$ cat src/tcs_pkg.sv
// Package for the tandem-connection trail sink: constants, state types,
// carrier structs, plus the small frame-persistence filter module.
// Assumes one byte-rate strobe and a frame-start flag on the path input.
package tcs_pkg;
  // Byte positions inside the path frame, counted from the frame-start byte
  localparam logic [11:0] EM_IDX = 12'h002;
  localparam logic [11:0] NR_IDX = 12'h005;
  // Bit positions of the overhead byte; bit 1 is the MSB, bit 8 the LSB
  localparam int BIT_REI = 3;
  localparam int BIT_OEI = 2;
  localparam int BIT_MF7 = 1;
  localparam int BIT_MF8 = 0;
  // Multiframe layout
  localparam logic [6:0] MF_LEN = 7'h4C;
  localparam logic [6:0] MF_FAS_END = 7'h08;
  localparam logic [6:0] MF_TTI_FIRST = 7'h09;
  localparam logic [6:0] MF_TTI_LAST = 7'h48;
  localparam logic [6:0] MF_RDI = 7'h49;
  localparam logic [6:0] MF_ODI = 7'h4A;
  localparam logic [11:0] FAS_PATTERN = 12'hFFE;
  localparam int TTI_BITS = 128;
  // Error code handling
  localparam logic [3:0] IEC_MAX = 4'h8;
  localparam logic [3:0] IEC_ALARM = 4'hE;
  localparam logic [7:0] NR_UNEQ = 8'h00;
  localparam logic [7:0] NR_ZERO = 8'h00;
  // Persistence filter length in frames
  localparam logic [2:0] PERSIST_FRAMES = 3'h5;
  // Reset value and the frame-start count that ends priming
  localparam logic [7:0] BYTE_RST = 8'h00;
  localparam logic [1:0] PRIME_DONE = 2'h2;

  // Multiframe aligner states
  typedef enum logic [1:0] {
    ALIGN_OOM = 2'b01,
    ALIGN_IM = 2'b10
  } tcs_align_e;

  // Path stream carrier: byte strobe, frame start, data
  typedef struct packed {
    logic valid;
    logic fs;
    logic [7:0] data;
  } tcs_path_s;

  // Per-frame one-cycle indications
  typedef struct packed {
    logic tick;
    logic erroredTcBlock;
    logic erroredPathBlock;
    logic farErroredBlock;
    logic farOutgoingErroredBlock;
  } tcs_mon_s;

  // Level defects held in the main state
  typedef struct packed {
    logic tcLossDefect;
    logic traceMismatchDefect;
    logic remoteDefectInd;
    logic outgoingDefectInd;
  } tcs_def_s;

  // Persistence filter state
  typedef struct packed {
    logic [2:0] cnt;
    logic defect;
  } tcs_persist_s;
endpackage

`timescale 1ns/1ps
`default_nettype none
// Five-frame persistence filter: state follows cond after 5 equal frames
module tcs_persist
  import tcs_pkg::*;
(
  input wire logic sys_clk,
  input wire logic rst,
  input wire logic tick,
  input wire logic cond,
  output logic defect
);
  tcs_persist_s s_q; // Filter state
  tcs_persist_s s_d; // Next filter state

  // Count frames that disagree with the present state
  always_comb
  begin
    s_d = s_q;
    if (tick)
    begin
      if (cond != s_q.defect)
      begin
        s_d.cnt = s_q.cnt + 3'h1;
        // Fifth disagreeing frame flips the defect
        if (s_d.cnt == PERSIST_FRAMES)
        begin
          s_d.defect = cond;
          s_d.cnt = 3'h0;
        end
      end
      else
      begin
        s_d.cnt = 3'h0;
      end
    end
  end

  // State register
  always_ff @(posedge sys_clk)
  begin
    if (rst)
      s_q <= '0;
    else
      s_q <= s_d;
  end

  assign defect = s_q.defect;
endmodule
`default_nettype wire

$ cat src/tcs_trail_sink.sv
// Tandem-connection trail termination sink for a framed path signal.
// Assumes the path strobe and frame start are on sys_clk, one byte a strobe.
`timescale 1ns/1ps
`default_nettype none
module tcs_trail_sink
  import tcs_pkg::*;
(
  input wire logic sys_clk,
  input wire logic rst,
  input wire tcs_path_s pathIn,
  input wire logic serverSignalFail,
  input wire logic traceMismatchDisable,
  input wire logic [TTI_BITS-1:0] expectedTraceId,
  output tcs_path_s pathOut,
  output tcs_mon_s mon,
  output tcs_def_s defects,
  output logic unequippedDefect,
  output logic incomingAlarmDefect,
  output logic [TTI_BITS-1:0] acceptedTraceId
);
  // Main state of the sink; the two persistence filters keep their own
  typedef struct packed {
    tcs_path_s pathOut;
    logic [11:0] byteIdx;
    logic [1:0] primed;
    logic [7:0] parAcc;
    logic [7:0] parPrev;
    logic [7:0] emRx;
    logic [7:0] nrRx;
    logic [7:0] nrPrevFrame;
    logic [7:0] emOrigPrev;
    logic [7:0] emNewPrev;
    tcs_align_e align;
    logic fasErr1;
    logic [6:0] mfCnt;
    logic [15:0] fasSh;
    logic [TTI_BITS-1:0] ttiShift;
    logic [TTI_BITS-1:0] ttiLast;
    logic [TTI_BITS-1:0] accepted_trace_id;
    tcs_mon_s mon;
    tcs_def_s def;
  } tcs_state_s;

  tcs_state_s s_q; // Registered state
  tcs_state_s s_d; // Next state

  logic [11:0] curIdx; // Index of the byte now on the input
  logic frameEnd; // Previous frame just completed
  logic [3:0] errCnt; // Parity mismatches of the completed comparison
  logic [3:0] iecDec; // Decoded incoming error count
  logic [15:0] fasShN; // Alignment bits including the completed frame
  logic [6:0] curMf; // Multiframe number of the completed frame
  logic [TTI_BITS-1:0] ttiShiftN; // Trace bits including this frame
  logic fasGood; // Last twelve alignment bits match

  // Frame timing and per-frame decode
  always_comb
  begin
    curIdx = pathIn.fs ? 12'h000 : s_q.byteIdx + 12'h001;
    frameEnd = pathIn.valid & pathIn.fs & (s_q.primed != 2'h0);
    errCnt = 4'h0;
    // Count mismatching parity positions
    for (int i = 0; i < 8; i++)
    begin
      errCnt = errCnt + {3'h0, s_q.emRx[i] ^ s_q.parPrev[i]};
    end
    // Codes nine to fifteen carry no count
    iecDec = (s_q.nrRx[7:4] <= IEC_MAX) ? s_q.nrRx[7:4] : 4'h0;
    fasShN = {s_q.fasSh[13:0], s_q.nrRx[BIT_MF7], s_q.nrRx[BIT_MF8]};
    fasGood = (fasShN[11:0] == FAS_PATTERN);
    curMf = (s_q.mfCnt >= MF_LEN) ? 7'h01 : s_q.mfCnt + 7'h01;
    ttiShiftN = {s_q.ttiShift[TTI_BITS-3:0], s_q.nrRx[BIT_MF7], s_q.nrRx[BIT_MF8]};
  end

  // Next-state logic
  always_comb
  begin
    s_d = s_q;
    s_d.mon = '0;
    // Forward path, with only the overhead edits applied
    s_d.pathOut.valid = pathIn.valid;
    s_d.pathOut.fs = pathIn.fs;
    if (pathIn.valid)
    begin
      s_d.pathOut.data = pathIn.data;
      s_d.byteIdx = curIdx;
      // Parity of the incoming bytes, original values
      s_d.parAcc = pathIn.fs ? pathIn.data : s_q.parAcc ^ pathIn.data;
      if (pathIn.fs)
      begin
        s_d.parPrev = s_q.parAcc;
        s_d.nrPrevFrame = s_q.nrRx;
        if (s_q.primed != PRIME_DONE)
          s_d.primed = s_q.primed + 2'h1;
      end
      if (curIdx == NR_IDX)
      begin
        s_d.nrRx = pathIn.data;
        s_d.pathOut.data = NR_ZERO;
      end
      if (curIdx == EM_IDX)
      begin
        s_d.emRx = pathIn.data;
        // New value of overhead is zero, so its term drops out
        s_d.pathOut.data = s_q.emOrigPrev ^ s_q.emNewPrev ^ s_q.nrPrevFrame ^ NR_ZERO
          ^ pathIn.data;
        s_d.emOrigPrev = pathIn.data;
        s_d.emNewPrev = s_d.pathOut.data;
      end
    end
    // Per-frame work on the frame that just ended
    if (frameEnd)
    begin
      s_d.mon.tick = 1'b1;
      s_d.mon.farErroredBlock = s_q.nrRx[BIT_REI];
      s_d.mon.farOutgoingErroredBlock = s_q.nrRx[BIT_OEI];
      // Both comparisons use the frame before the ended one
      if (s_q.primed == PRIME_DONE)
      begin
        s_d.mon.erroredPathBlock = (errCnt != 4'h0);
        s_d.mon.erroredTcBlock = (errCnt != iecDec);
      end
      s_d.fasSh = fasShN;
      if (s_q.align == ALIGN_OOM)
      begin
        // Search for the pattern on any frame
        if (fasGood)
        begin
          s_d.align = ALIGN_IM;
          s_d.mfCnt = MF_FAS_END;
          s_d.fasErr1 = 1'b0;
        end
      end
      else
      begin
        s_d.mfCnt = curMf;
        // Check only at the presumed pattern end
        if (curMf == MF_FAS_END)
        begin
          s_d.fasErr1 = !fasGood;
          if (!fasGood && s_q.fasErr1)
            s_d.align = ALIGN_OOM;
        end
        // Trace bits, frames 9 to 72
        if (curMf >= MF_TTI_FIRST && curMf <= MF_TTI_LAST)
          s_d.ttiShift = ttiShiftN;
        // Accept a trace seen twice running
        if (curMf == MF_TTI_LAST)
        begin
          s_d.ttiLast = ttiShiftN;
          if (ttiShiftN == s_q.ttiLast)
            s_d.accepted_trace_id = ttiShiftN;
        end
        if (curMf == MF_RDI)
          s_d.def.remoteDefectInd = s_q.nrRx[BIT_MF8];
        if (curMf == MF_ODI)
          s_d.def.outgoingDefectInd = s_q.nrRx[BIT_MF7];
      end
    end
    // Loss defect mirrors the aligner
    s_d.def.tcLossDefect = (s_d.align == ALIGN_OOM);
    // Mismatch checked every cycle, one multiframe per update
    s_d.def.traceMismatchDefect = !traceMismatchDisable && !serverSignalFail
      && (s_q.accepted_trace_id != expectedTraceId);
  end

  // State register
  always_ff @(posedge sys_clk)
  begin
    if (rst)
    begin
      s_q <= '0;
      s_q.align <= ALIGN_OOM;
      s_q.def.tcLossDefect <= 1'b1;
    end
    else
    begin
      s_q <= s_d;
    end
  end

  // Unequipped: overhead byte all zero
  tcs_persist uneqFilter (
    .sys_clk(sys_clk),
    .rst(rst),
    .tick(frameEnd),
    .cond(s_q.nrRx == NR_UNEQ),
    .defect(unequippedDefect)
  );

  // Incoming alarm code in bits 1-4
  tcs_persist alarmFilter (
    .sys_clk(sys_clk),
    .rst(rst),
    .tick(frameEnd),
    .cond(s_q.nrRx[7:4] == IEC_ALARM),
    .defect(incomingAlarmDefect)
  );

  assign pathOut = s_q.pathOut;
  assign mon = s_q.mon;
  assign defects = s_q.def;
  assign acceptedTraceId = s_q.accepted_trace_id;

  // Overhead byte leaves as zero
  nr_zeroed_a: assert property (@(posedge sys_clk) disable iff (rst)
    (pathIn.valid && curIdx == NR_IDX) |=> (pathOut.data == NR_ZERO))
    else $error("overhead byte not zeroed");

  // Other bytes pass unchanged
  path_pass_a: assert property (@(posedge sys_clk) disable iff (rst)
    (pathIn.valid && curIdx != NR_IDX && curIdx != EM_IDX)
    |=> (pathOut.data == $past(pathIn.data) && pathOut.valid))
    else $error("path byte altered");

  // Parity mismatch raises path block flag
  path_block_a: assert property (@(posedge sys_clk) disable iff (rst)
    (frameEnd && s_q.primed == PRIME_DONE && errCnt != 4'h0) |=> mon.erroredPathBlock)
    else $error("errored path block missed");

  // Count difference raises tc block flag
  tc_block_a: assert property (@(posedge sys_clk) disable iff (rst)
    (frameEnd && s_q.primed == PRIME_DONE) |=> (mon.erroredTcBlock == ($past(errCnt)
    != $past(iecDec))))
    else $error("errored tc block wrong");

  // Loss entered only after two bad patterns
  oom_entry_a: assert property (@(posedge sys_clk) disable iff (rst)
    (s_q.align == ALIGN_IM) ##1 (s_q.align == ALIGN_OOM) |-> $past(s_q.fasErr1))
    else $error("out of multiframe too early");

  // One good pattern realigns
  im_return_a: assert property (@(posedge sys_clk) disable iff (rst)
    (s_q.align == ALIGN_OOM && frameEnd && fasGood) |=> ##1 !defects.tcLossDefect)
    else $error("no realignment");

  // Server fail suppresses mismatch
  tim_ssf_a: assert property (@(posedge sys_clk) disable iff (rst)
    serverSignalFail |=> !defects.traceMismatchDefect)
    else $error("mismatch during server fail");

  // Disable blocks mismatch
  tim_dis_a: assert property (@(posedge sys_clk) disable iff (rst)
    traceMismatchDisable [*2] |-> ##1 !defects.traceMismatchDefect)
    else $error("mismatch while disabled");

  // Remote defect latched in frame 73
  rdi_latch_a: assert property (@(posedge sys_clk) disable iff (rst)
    (frameEnd && s_q.align == ALIGN_IM && curMf == MF_RDI)
    |=> (defects.remoteDefectInd == $past(s_q.nrRx[BIT_MF8])))
    else $error("remote defect not latched");

  // Outgoing defect latched in frame 74
  odi_latch_a: assert property (@(posedge sys_clk) disable iff (rst)
    (frameEnd && s_q.align == ALIGN_IM && curMf == MF_ODI)
    |=> (defects.outgoingDefectInd == $past(s_q.nrRx[BIT_MF7])))
    else $error("outgoing defect not latched");

  // Remote error bit forwarded per frame
  far_error_a: assert property (@(posedge sys_clk) disable iff (rst)
    frameEnd
    |=> (mon.farErroredBlock == $past(s_q.nrRx[BIT_REI])))
    else $error("remote error bit lost");

  // Outgoing error bit forwarded per frame
  far_out_error_a: assert property (@(posedge sys_clk) disable iff (rst)
    frameEnd
    |=> (mon.farOutgoingErroredBlock == $past(s_q.nrRx[BIT_OEI])))
    else $error("outgoing error bit lost");

  // High codes decode as no errors
  iec_high_a: assert property (@(posedge sys_clk) disable iff (rst)
    (frameEnd && s_q.primed == PRIME_DONE && s_q.nrRx[7:4] > IEC_MAX && errCnt == 4'h0)
    |=> !mon.erroredTcBlock)
    else $error("high error code counted");

  // Trace seen twice running is accepted
  tti_accept_a: assert property (@(posedge sys_clk) disable iff (rst)
    (frameEnd && s_q.align == ALIGN_IM && curMf == MF_TTI_LAST && ttiShiftN == s_q.ttiLast)
    |=> (acceptedTraceId == $past(ttiShiftN)))
    else $error("trace not accepted");
endmodule
`default_nettype wire

$ cat config.mk
export PLATFORM = sky130hd
export DESIGN_NAME = tcs_trail_sink
export DESIGN_NICKNAME = d
export VERILOG_FILES = /design/src/tcs_pkg.sv /design/src/tcs_trail_sink.sv
export SDC_FILE = /design/constraint.sdc
export NUM_CORES = 1
export LEC_CHECK = 0
export CORE_ASPECT_RATIO = 1.1
export CORE_MARGIN = 4
export CORE_UTILIZATION = 58
export CTS_CLUSTER_DIAMETER = 60
export DETAILED_ROUTE_END_ITERATION = 10
export DONT_BUFFER_PORTS = 1
export GPL_TIMING_DRIVEN = 0
export PLACE_DENSITY = 0.82
export SYNTH_ARGS = -nofsm -noshare
export SYNTH_HDL_FRONTEND = slang
export SYNTH_SLANG_ARGS = --single-unit
$ cat constraint.sdc
create_clock -name sys_clk -period 3.6 [get_ports sys_clk]
set_input_delay 0.18 -clock sys_clk [delete_from_list [all_inputs] [get_ports sys_clk]]
set_output_delay 0.18 -clock sys_clk [all_outputs]
set_load 0.02 [all_outputs]
==> results of run 1 <==
-- cell usage after synthesis, drive strengths merged, types with 5 or more instances --
| cell | n | area [µm²] |
|---|---|---|
| and2 | 6 | 37.54 |
| nor4 | 53 | 346.6 |
| dfxtp | 491 | 9829 |
| a211oi | 19 | 155.2 |
| a21oi | 187 | 935.9 |
| nor2 | 77 | 289.0 |
| buf | 186 | 1486 |
| o21ai | 37 | 185.2 |
| clkbuf | 102 | 382.9 |
| nor3 | 5 | 25.02 |
| and3 | 9 | 56.30 |
| nand2 | 330 | 1239 |
| a32oi | 9 | 78.83 |
| ha | 12 | 150.1 |
| xor2 | 146 | 1279 |
| nand4 | 49 | 306.5 |
| inv | 22 | 82.58 |
| a31oi | 5 | 31.28 |
| nand2b | 271 | 1695 |
| a22oi | 7 | 52.55 |
| nand3 | 8 | 40.04 |
| nor2b | 15 | 93.84 |
| or3 | 15 | 98.84 |
| mux2i | 276 | 2763 |
| xnor2 | 151 | 1323 |
-- cell families (layout without fill, tap and decap cells) --
logic type | Yosys count | after routing | share of synthesized area, %
multiplexers | 276 | 276 | 11.82
XOR/XNOR | 297 | 297 | 11.13
flip-flops | 491 | 491 | 42.04
AO/OA/AOI/OAI | 289 | 289 | 7.064
buffers and inverters | 311 | 411 | 8.365
AND/OR/NAND/NOR | 853 | 853 | 18.60
adder cells (fa/ha/maj) | 16 | 16 | 0.9847
-- final timing paths --
check	startpoint	end	slack (ns)	cells past startpoint
setup / recovery	s_q[430]$_SDFFE_PP0P_	mon[3]$_SDFF_PP0_	-0.09	13
hold / removal	pathIn[8]	mon[4]$_SDFF_PP0_	0.07	2
setup reg to reg	s_q[430]$_SDFFE_PP0P_	mon[3]$_SDFF_PP0_	-0.09	13
hold reg to reg	fasShN[10]$_SDFFE_PP0P_	fasShN[10]$_SDFFE_PP0P_	0.46	2
-- final cells by class --
class / instances / area, µm² / share of cell area [%]
Buffer: 288 / 1871 / 7.220
Timing Repair Buffer: 10 / 100.1 / 0.3863
Clock buffer: 70 / 1520 / 5.868
Inverter: 23 / 86.33 / 0.3332
Clock inverter: 20 / 224.0 / 0.8644
Sequential cell: 491 / 9831 / 37.94
Tap cell: 507 / 634.4 / 2.448
Multi-Input combinational cell: 1731 / 11640 / 44.94
-- through the flow --
stage	utilization (%)	hold WS, ns
finish	65.65	0.07016
global route	65.65	0.1174
CTS	65.55	0.02405
detailed placement	60.85	0.2757
global placement	60.85	0.2755
floorplan	-	0.2694
-- report_power, final --
part / internal, W / switching (W)
Combinational: 0.000152 / 0.000297
Clock: 0.00324 / 0.00225
Sequential: 0.00545 / 0.0000130
Total: 0.00884 / 0.00256
-- flip-flops by register name, summed over array words and instances (netlist names) --
register	count
fasShN	12
mon	5
acceptedTraceId	128
defects	4
uneqFilter.defect	1
s_q	324
pathOut	10
alarmFilter.s_q	3
alarmFilter.defect	1
uneqFilter.s_q	3
-- metal layers --
layer	vias up	track usage (%)	share of wire (%)
met4	0	19.52	7.2
li1	8462	-	-
met3	188	5.905	7.5
met1	8643	37.97	38
met5	-	0	0
met2	796	53.23	47
-- worst max-delay path: stages, from the launching register on --
cell and delay (ns):
dfxtp_2 0.35, xor2_2 0.19, fa_1 0.54, inv_1 0.07, fa_1 0.51, fa_1 0.42, inv_1 0.08, ha_1 0.15
inv_1 0.06, fa_2 0.60, nor2b_2 0.21, o21ai_0 0.14, o21ai_1 0.14, a31oi_1 0.12
-- repair_timing --
item | CTS | global route
resized for setup | 4 | 9
hold endpoints to repair | 33 | 0
pin swaps | 4 | 1
setup endpoints to repair | 1 | 138
hold buffers | 10 | 0
==> impl_metrics.json, run 1 <==
{
  "ir_drop_uv": 396.5,
  "cts_made_buffers": 50,
  "max-cap-violations": 0,
  "fin_tns_setup_ns": -0.09298,
  "worst_slack_ns": -0.09298,
  "post-cts-setup-buffer-count": 0,
  "cts_max_level": 2,
  "maxSlewHeadroom_pct": 4.470,
  "route.detailed.drc": 0,
  "synth-seq-cells": 491,
  "total_power_w": 0.01140,
  "leakagePower_nw": 9.258,
  "portBuffers": 0,
  "start_util_pct": 59.25,
  "status": "finished with violations",
  "synthArstFlopShare_pct": 0,
  "min_period_ns": 3.693,
  "yosysSeqAreaShare_pct": 42.04,
  "critPathArrivalTime_ns": 4.16,
  "final_antenna_net_count": 0,
  "routed_wl_um": 71750,
  "dieWidth_um": 199.4,
  "netlist_area_um2": 23380,
  "diodes": 0,
  "clockBufferDepth": 3,
  "critical_path_class": "reg -> reg",
  "period_share_pct": 102.6,
  "synthFlopType": "dfxtp_1",
  "gp_congestion": 1.010,
  "finalSetupViolCount": 1,
  "final_area_um2": 25910,
  "end_kind": "register",
  "core_area_um2": 39460,
  "cts_root_buf": "clkbuf_16",
  "placed_area_um2": 24010,
  "fmax_mhz": 270.8,
  "hpwl_um": 55490,
  "ys.warnings.count": 0,
  "die_h_um": 218.6,
  "fillerInstances": 3113,
  "syn_nets": 2691,
  "placed_cells": 3040,
  "area_growth_pct": 10.82,
  "overflow": 0,
  "dr.first_iter.drc_count": 1330,
  "slew_violations": 0,
  "crit_fanout": 3,
  "crit_required_ns": 4.06,
  "die_area_um2": 43590,
  "dr.pass1.iters": 8,
  "synth_edf_count": 0,
  "synthCells": 2533,
  "clk_pin_slew_worst_paths_ns": 0.07,
  "hold_viol": 0,
  "num_vias": 18090,
  "via_per_inst": 5.761,
  "min_path_type": "in -> reg",
  "tightestPinTransition_ns": 1.420,
  "grt_pass1_vias": 17770,
  "cts_tree": "built",
  "ys_types": 58,
  "rsz0062_at_grt": "true",
  "syn_area_per_cell_um2": 9.230,
  "clock_latency_ns": 0.59,
  "layout_common_cells": "dfxtp_1 (490), nand2_1 (330), mux2i_1 (276), nand2b_1 (271), a21oi_1 (187)",
  "powerDensity_nw_per_um2": 440.1,
  "wire_per_inst_um": 22.85,
  "grt_pass1_wl_um": 106200,
  "place_ws_ns": -0.06779,
  "drive_above_1_share_pct": 10.75,
  "ioPinCount": 291,
  "fin_cells": 3140,
  "antenna_found_initial": 0,
  "critPathLaunchType": "register",
  "finalNetCount": 2753,
  "cts_sinks": 491,
  "final_common_cell": "dfxtp_1",
  "grt_max_degree": 15,
  "violations": "negative setup slack",
  "clock-skew-final_ns": 0.01370,
  "grtUsageTotal_pct": 31.90,
  "rows": 76
}
(Power assumes the default switching activity.)
==> inputs of run 2 (changes only) <==
--- a/config.mk
+++ b/config.mk
@@ -12,7 +12,8 @@
 export DETAILED_ROUTE_END_ITERATION = 10
 export DONT_BUFFER_PORTS = 1
 export GPL_TIMING_DRIVEN = 0
-export PLACE_DENSITY = 0.82
+export PLACE_DENSITY_LB_ADDON = 0.15
+export SKIP_LAST_GASP = 1
 export SYNTH_ARGS = -nofsm -noshare
 export SYNTH_HDL_FRONTEND = slang
 export SYNTH_SLANG_ARGS = --single-unit
==> run 2 against run 1 <==
The flow now finishes without violations. Utilization down 0.31 points. Routed wire length up 1.7%. Non-clock buffer count up 1. Critical path type unchanged. Critical endpoint unchanged. Largest cell class unchanged. Highest routed layer unchanged.
==> impl_metrics.json, run 2 (same netlist as run 1, synthesis figures left out) <==
{
  "status": "finished clean",
  "period_share_pct": 98.16,
  "end_kind": "register",
  "r2r_cells": 13,
  "maxSlewHeadroom_pct": 6.576,
  "finalSetupViolCount": 0,
  "critPathLaunchType": "register",
  "portBuffers": 0,
  "min_to": "s_q[424]$_SDFFE_PP0P_",
  "area_growth_pct": 10.30,
  "clock_latency_ns": 0.59,
  "cts_made_buffers": 49,
  "core_area_um2": 39460,
  "cts_sinks": 491,
  "drive_above_1_share_pct": 10.34,
  "min_path_type": "in -> reg",
  "max-cap-violations": 0,
  "multi_input_area_um2": 11620,
  "min_period_ns": 3.534,
  "tightestPinTransition_ns": 1.389,
  "post-cts-setup-buffer-count": 0,
  "route.detailed.drc": 0,
  "num_vias": 17790,
  "slowest_delay_ns": 0.55,
  "via_per_inst": 5.671,
  "cts_max_level": 2,
  "rrSetupSlack_ns": 0.07,
  "hold_viol": 0,
  "fmax_mhz": 283.0,
  "grt_max_degree": 14,
  "gp_congestion": 0.9930,
  "grt_pass1_vias": 17080,
  "dieWidth_um": 199.4,
  "fin_util_pct": 65.35,
  "grtUsageTotal_pct": 32.46,
  "die_h_um": 218.6,
  "fin_cells": 3137,
  "grt_pass1_wl_um": 106800,
  "layout_common_cells": "dfxtp_1 (490), nand2_1 (330), mux2i_1 (276), nand2b_1 (271), a21oi_1 (187)",
  "die_area_um2": 43590,
  "cts_root_buf": "clkbuf_16",
  "slew_violations": 0,
  "largest_register_ffs": 324,
  "crit_fanout": 3,
  "ir_drop_uv": 431.9,
  "cts_tree": "built",
  "routed_wl_um": 72960,
  "dr.pass1.iters": 5,
  "antenna_found_initial": 0,
  "start_util_pct": 59.25,
  "reg2reg_to": "mon[3]$_SDFF_PP0_",
  "rsz0062_at_grt": "true",
  "max_flop_register": "s_q",
  "clock-skew-final_ns": 0.02138,
  "leakagePower_nw": 9.193,
  "cp-startpoint": "s_q[430]$_SDFFE_PP0P_",
  "dr.first_iter.drc_count": 1206,
  "regToRegStartpoint": "s_q[430]$_SDFFE_PP0P_",
  "holdCritStartpoint": "pathIn[5]",
  "clockBufferDepth": 3,
  "finalNetCount": 2753,
  "critical_path_class": "reg -> reg",
  "crit_chain": "xor2_1 > fa_1 > inv_1 > fa_1 > fa_1 > inv_1 > ha_2 > inv_1 > fa_2 > xor2_1 > mux2i_1 > nand2_1 > a31oi_1",
  "hpwl_um": 56620,
  "seq_area_um2": 9831,
  "powerDensity_nw_per_um2": 431.8,
  "critPathArrivalTime_ns": 4.05,
  "clk_pin_slew_worst_paths_ns": 0.06,
  "final_common_cell": "dfxtp_1",
  "wire_per_inst_um": 23.26,
  "crit_slowest_cell": "fa_1",
  "fillerInstances": 3313,
  "diodes": 0,
  "overflow": 0,
  "rows": 76,
  "final_antenna_net_count": 0,
  "placed_cells": 3041,
  "holdPathStages": 4,
  "ioPinCount": 291,
  "crit_required_ns": 4.11
}
==> run 2: per-stage QoR <==
step / TNS, ns / cell area (µm²) / setup slack [ns] / total power (W) / hold slack [ns]
2_1_floorplan: 0 / 23380 / 0.2175 / 0.005845 / 0.2694
3_3_place_gp: 0 / 24010 / 0.02397 / 0.005999 / 0.2698
3_5_place_dp: -0.005571 / 24020 / -0.005571 / 0.006003 / 0.2741
4_1_cts: -0.01711 / 25770 / -0.01711 / 0.01118 / 0.03237
5_1_grt: -0.05319 / 25790 / -0.05319 / 0.01143 / 0.07010
6_report: 0 / 25790 / 0.06636 / 0.01114 / 0.05642
==> run 2: worst max path at each step <==
stage / endpoint / slack, ns / cells after the start
detailed placement: mon[3]$_SDFF_PP0_ / -0.006 / 13
floorplan: mon[3]$_SDFF_PP0_ / 0.22 / 13
finish: mon[3]$_SDFF_PP0_ / 0.07 / 13
global route: mon[3]$_SDFF_PP0_ / -0.05 / 13
CTS: mon[3]$_SDFF_PP0_ / -0.02 / 13
global placement: mon[3]$_SDFF_PP0_ / 0.02 / 13
==> run 2: layout make-up <==
type	instances	share of cell area (%)
multi-input combinational	1731	45.08
sequential	491	38.12
buffer	288	7.254
clock buffer	78	5.963
tap	507	2.460
timing repair buffer	11	0.4076
clock inverter	8	0.3833
inverter	23	0.3348
==> run 2: timing repair <==
action                                 CTS  global route
hold buffers                            10             0
setup endpoints to repair                3           173
pin swaps                                0             4
cloned                                   0             0
gates resized for setup                  2            11
endpoints found under the hold margin   33             0
==> run 2: power breakdown <==
| group | total [W] | internal [W] | switching, W |
|---|---|---|---|
| clock | 0.00522 | 0.00305 | 0.00217 |
| combinational | 0.000448 | 0.000152 | 0.000295 |
| sequential | 0.00546 | 0.00545 | 0.0000119 |
==> run 2: critical path, delay by kind of cell, from the launching register on <==
kind                     cells  cell delay (ns)
adder cells (fa/ha/maj)      5             1.97
XOR/XNOR                     2             0.45
flip-flops                   1             0.34
multiplexers                 1             0.26
buffers and inverters        3             0.18
AO/OA/AOI/OAI                1             0.18
AND/OR/NAND/NOR              1             0.07
==> run 2: routing by layer <==
layer | wire length, µm | track usage [%]
met4 | 2975 | 11.59
met5 | 0 | 0
met1 | 30250 | 41.69
met2 | 35320 | 55.00
met3 | 4412 | 5.643
==> inputs of run 3 (changes only) <==
--- a/config.mk
+++ b/config.mk
@@ -8,6 +8,7 @@
 export CORE_ASPECT_RATIO = 1.1
 export CORE_MARGIN = 4
 export CORE_UTILIZATION = 58
+export CTS_BUF_LIST = sky130_fd_sc_hd__clkbuf_16
 export CTS_CLUSTER_DIAMETER = 60
 export DETAILED_ROUTE_END_ITERATION = 10
 export DONT_BUFFER_PORTS = 1
==> run 3 against run 2 <==
Power fell by 3.5%. Non-clock buffer count did not move. Sequential power about the same. Worst setup slack lost 0.00057 ns. Flip-flop and latch count unchanged. Critical path type unchanged. Largest cell class unchanged. Highest routed layer unchanged.
==> impl_metrics.json, run 3 (same netlist as run 1, synthesis figures left out) <==
{
  "dr.first_iter.drc_count": 1161,
  "diodes": 0,
  "multi_input_area_um2": 11620,
  "wire_per_inst_um": 23.24,
  "p_switching_w": 0.002467,
  "num_vias": 17810,
  "cts_made_buffers": 49,
  "portBuffers": 0,
  "powerDensity_nw_per_um2": 419.5,
  "crit_required_ns": 4.12,
  "fmax_mhz": 282.9,
  "max_flop_register": "s_q",
  "final_common_cell": "dfxtp_1",
  "route.detailed.drc": 0,
  "worst_slack_ns": 0.06580,
  "slew_violations": 0,
  "min_path_type": "in -> reg",
  "cts_tree": "built",
  "cts_max_level": 2,
  "crit_buf_inv": 3,
  "critical_path_class": "reg -> reg",
  "leakagePower_nw": 9.149,
  "routed_wl_um": 72910,
  "drive_above_1_share_pct": 9.772,
  "max-cap-violations": 0,
  "hold_viol": 0,
  "end_kind": "register",
  "switching_share_pct": 22.95,
  "internal_power_w": 0.008283,
  "grtUsageTotal_pct": 32.50,
  "ir_drop_uv": 380.9,
  "fillerInstances": 3336,
  "crit_chain": "xor2_1 > fa_1 > inv_1 > fa_1 > fa_1 > inv_1 > ha_2 > inv_1 > fa_2 > xor2_1 > mux2i_1 > nand2_1 > a31oi_1",
  "finalNetCount": 2753,
  "final_antenna_net_count": 0,
  "tightestPinTransition_ns": 1.282,
  "area_growth_pct": 9.617,
  "critPathArrivalTime_ns": 4.05,
  "cts_sinks": 491,
  "fin_tns_setup_ns": 0,
  "hpwl_um": 56620,
  "gp_congestion": 0.9930,
  "start_util_pct": 59.25,
  "die_area_um2": 43590,
  "clock-skew-final_ns": 0.01714,
  "post-cts-setup-buffer-count": 0,
  "via_per_inst": 5.679,
  "dieWidth_um": 199.4,
  "slowest_delay_ns": 0.55,
  "antenna_found_initial": 0,
  "die_h_um": 218.6,
  "core_area_um2": 39460,
  "grt_pass1_wl_um": 106800,
  "rsz0062_at_grt": "true",
  "crit_fanout": 3,
  "clk_pin_slew_worst_paths_ns": 0.06,
  "maxSlewHeadroom_pct": 13.73,
  "seqPwrFrac_pct": 50.8,
  "cts_root_buf": "clkbuf_16",
  "dr.pass1.iters": 6,
  "combPwrFrac_pct": 4.2,
  "overflow": 0,
  "p_clk_share_pct": 45.0,
  "grt_max_degree": 14,
  "crit_slowest_cell": "fa_1",
  "whs_ns": 0.05446,
  "critPathLaunchType": "register",
  "crit_family": "adder cells",
  "layout_common_cells": "dfxtp_1 (489), nand2_1 (330), mux2i_1 (276), nand2b_1 (271), a21oi_1 (187)",
  "rows": 76,
  "min_period_ns": 3.534,
  "seq_area_um2": 9832,
  "clock_latency_ns": 0.59,
  "finalSetupViolCount": 0,
  "grt_pass1_vias": 17060,
  "status": "finished clean",
  "period_share_pct": 98.17,
  "largest_register_ffs": 324,
  "clockBufferDepth": 3,
  "place_ws_ns": -0.005571,
  "ioPinCount": 291
}
[run 3: power by group through the flow]
| stage | Sequential [W] | Combinational, W | Clock, W |
|---|---|---|---|
| finish | 0.00546 | 0.000448 | 0.00484 |
| global route | 0.00546 | 0.000472 | 0.00512 |
| CTS | 0.00546 | 0.000440 | 0.00489 |
| detailed placement | 0.00558 | 0.000420 | 0 |
| global placement | 0.00558 | 0.000417 | 0 |
| floorplan | 0.00558 | 0.000264 | 0 |
[run 3: final cells by class]
type	count	area share, %
clock inverters	35	0.7811
flip-flops and latches	491	38.36
multi-input cells	1731	45.35
clock buffers	51	4.980
inverters	23	0.3369
repair buffers	11	0.4101
well taps	507	2.475
plain buffers	288	7.299
[run 3: what timing repair did]
item | CTS | global route
hold endpoints to repair | 33 | 0
resized for setup | 2 | 12
pin swaps | 0 | 4
endpoints found under the setup margin | 4 | 172
hold buffers | 10 | 0
[run 3: per-stage QoR]
stage          utilization [%]  total power [W]  cells  area (µm²)
4_1_cts                  64.89          0.01079   3137       25610
3_3_place_gp             60.85         0.005999   3040       24010
3_5_place_dp             60.87         0.006003   3041       24020
5_1_grt                  64.94          0.01105   3137       25630
2_1_floorplan                -         0.005845   2533       23380
6_report                 64.94          0.01075   3137       25630
[run 3: path summary, 6_finish.rpt]
check	start	end	slack (ns)	depth (start not counted)
min	pathIn[5]	s_q[424]$_SDFFE_PP0P_	0.05	4
max	s_q[430]$_SDFFE_PP0P_	mon[3]$_SDFF_PP0_	0.07	13
min reg2reg	fasShN[11]$_SDFFE_PP0P_	fasShN[11]$_SDFFE_PP0P_	0.46	2
max reg2reg	s_q[430]$_SDFFE_PP0P_	mon[3]$_SDFF_PP0_	0.07	13
[run 3: routing by layer]
metal | part of all wire [%] | track usage, % | wire length (µm) | vias to the layer above
li1 | - | - | - | 8467
met4 | 4.1 | 11.48 | 3010 | 0
met3 | 6.6 | 5.751 | 4815 | 126
met1 | 41 | 41.74 | 29980 | 8618
met2 | 48 | 55.05 | 35100 | 603
met5 | 0 | 0 | 0 | -
[run 3: worst register-to-register path, stage by stage (launching register included)]
cell and delay [ns]:
dfxtp_2 0.34, xor2_1 0.18, fa_1 0.55, inv_1 0.06, fa_1 0.52, fa_1 0.41
inv_1 0.07, ha_2 0.17, inv_1 0.05, fa_2 0.33, xor2_1 0.28, mux2i_1 0.26
nand2_1 0.07, a31oi_1 0.18
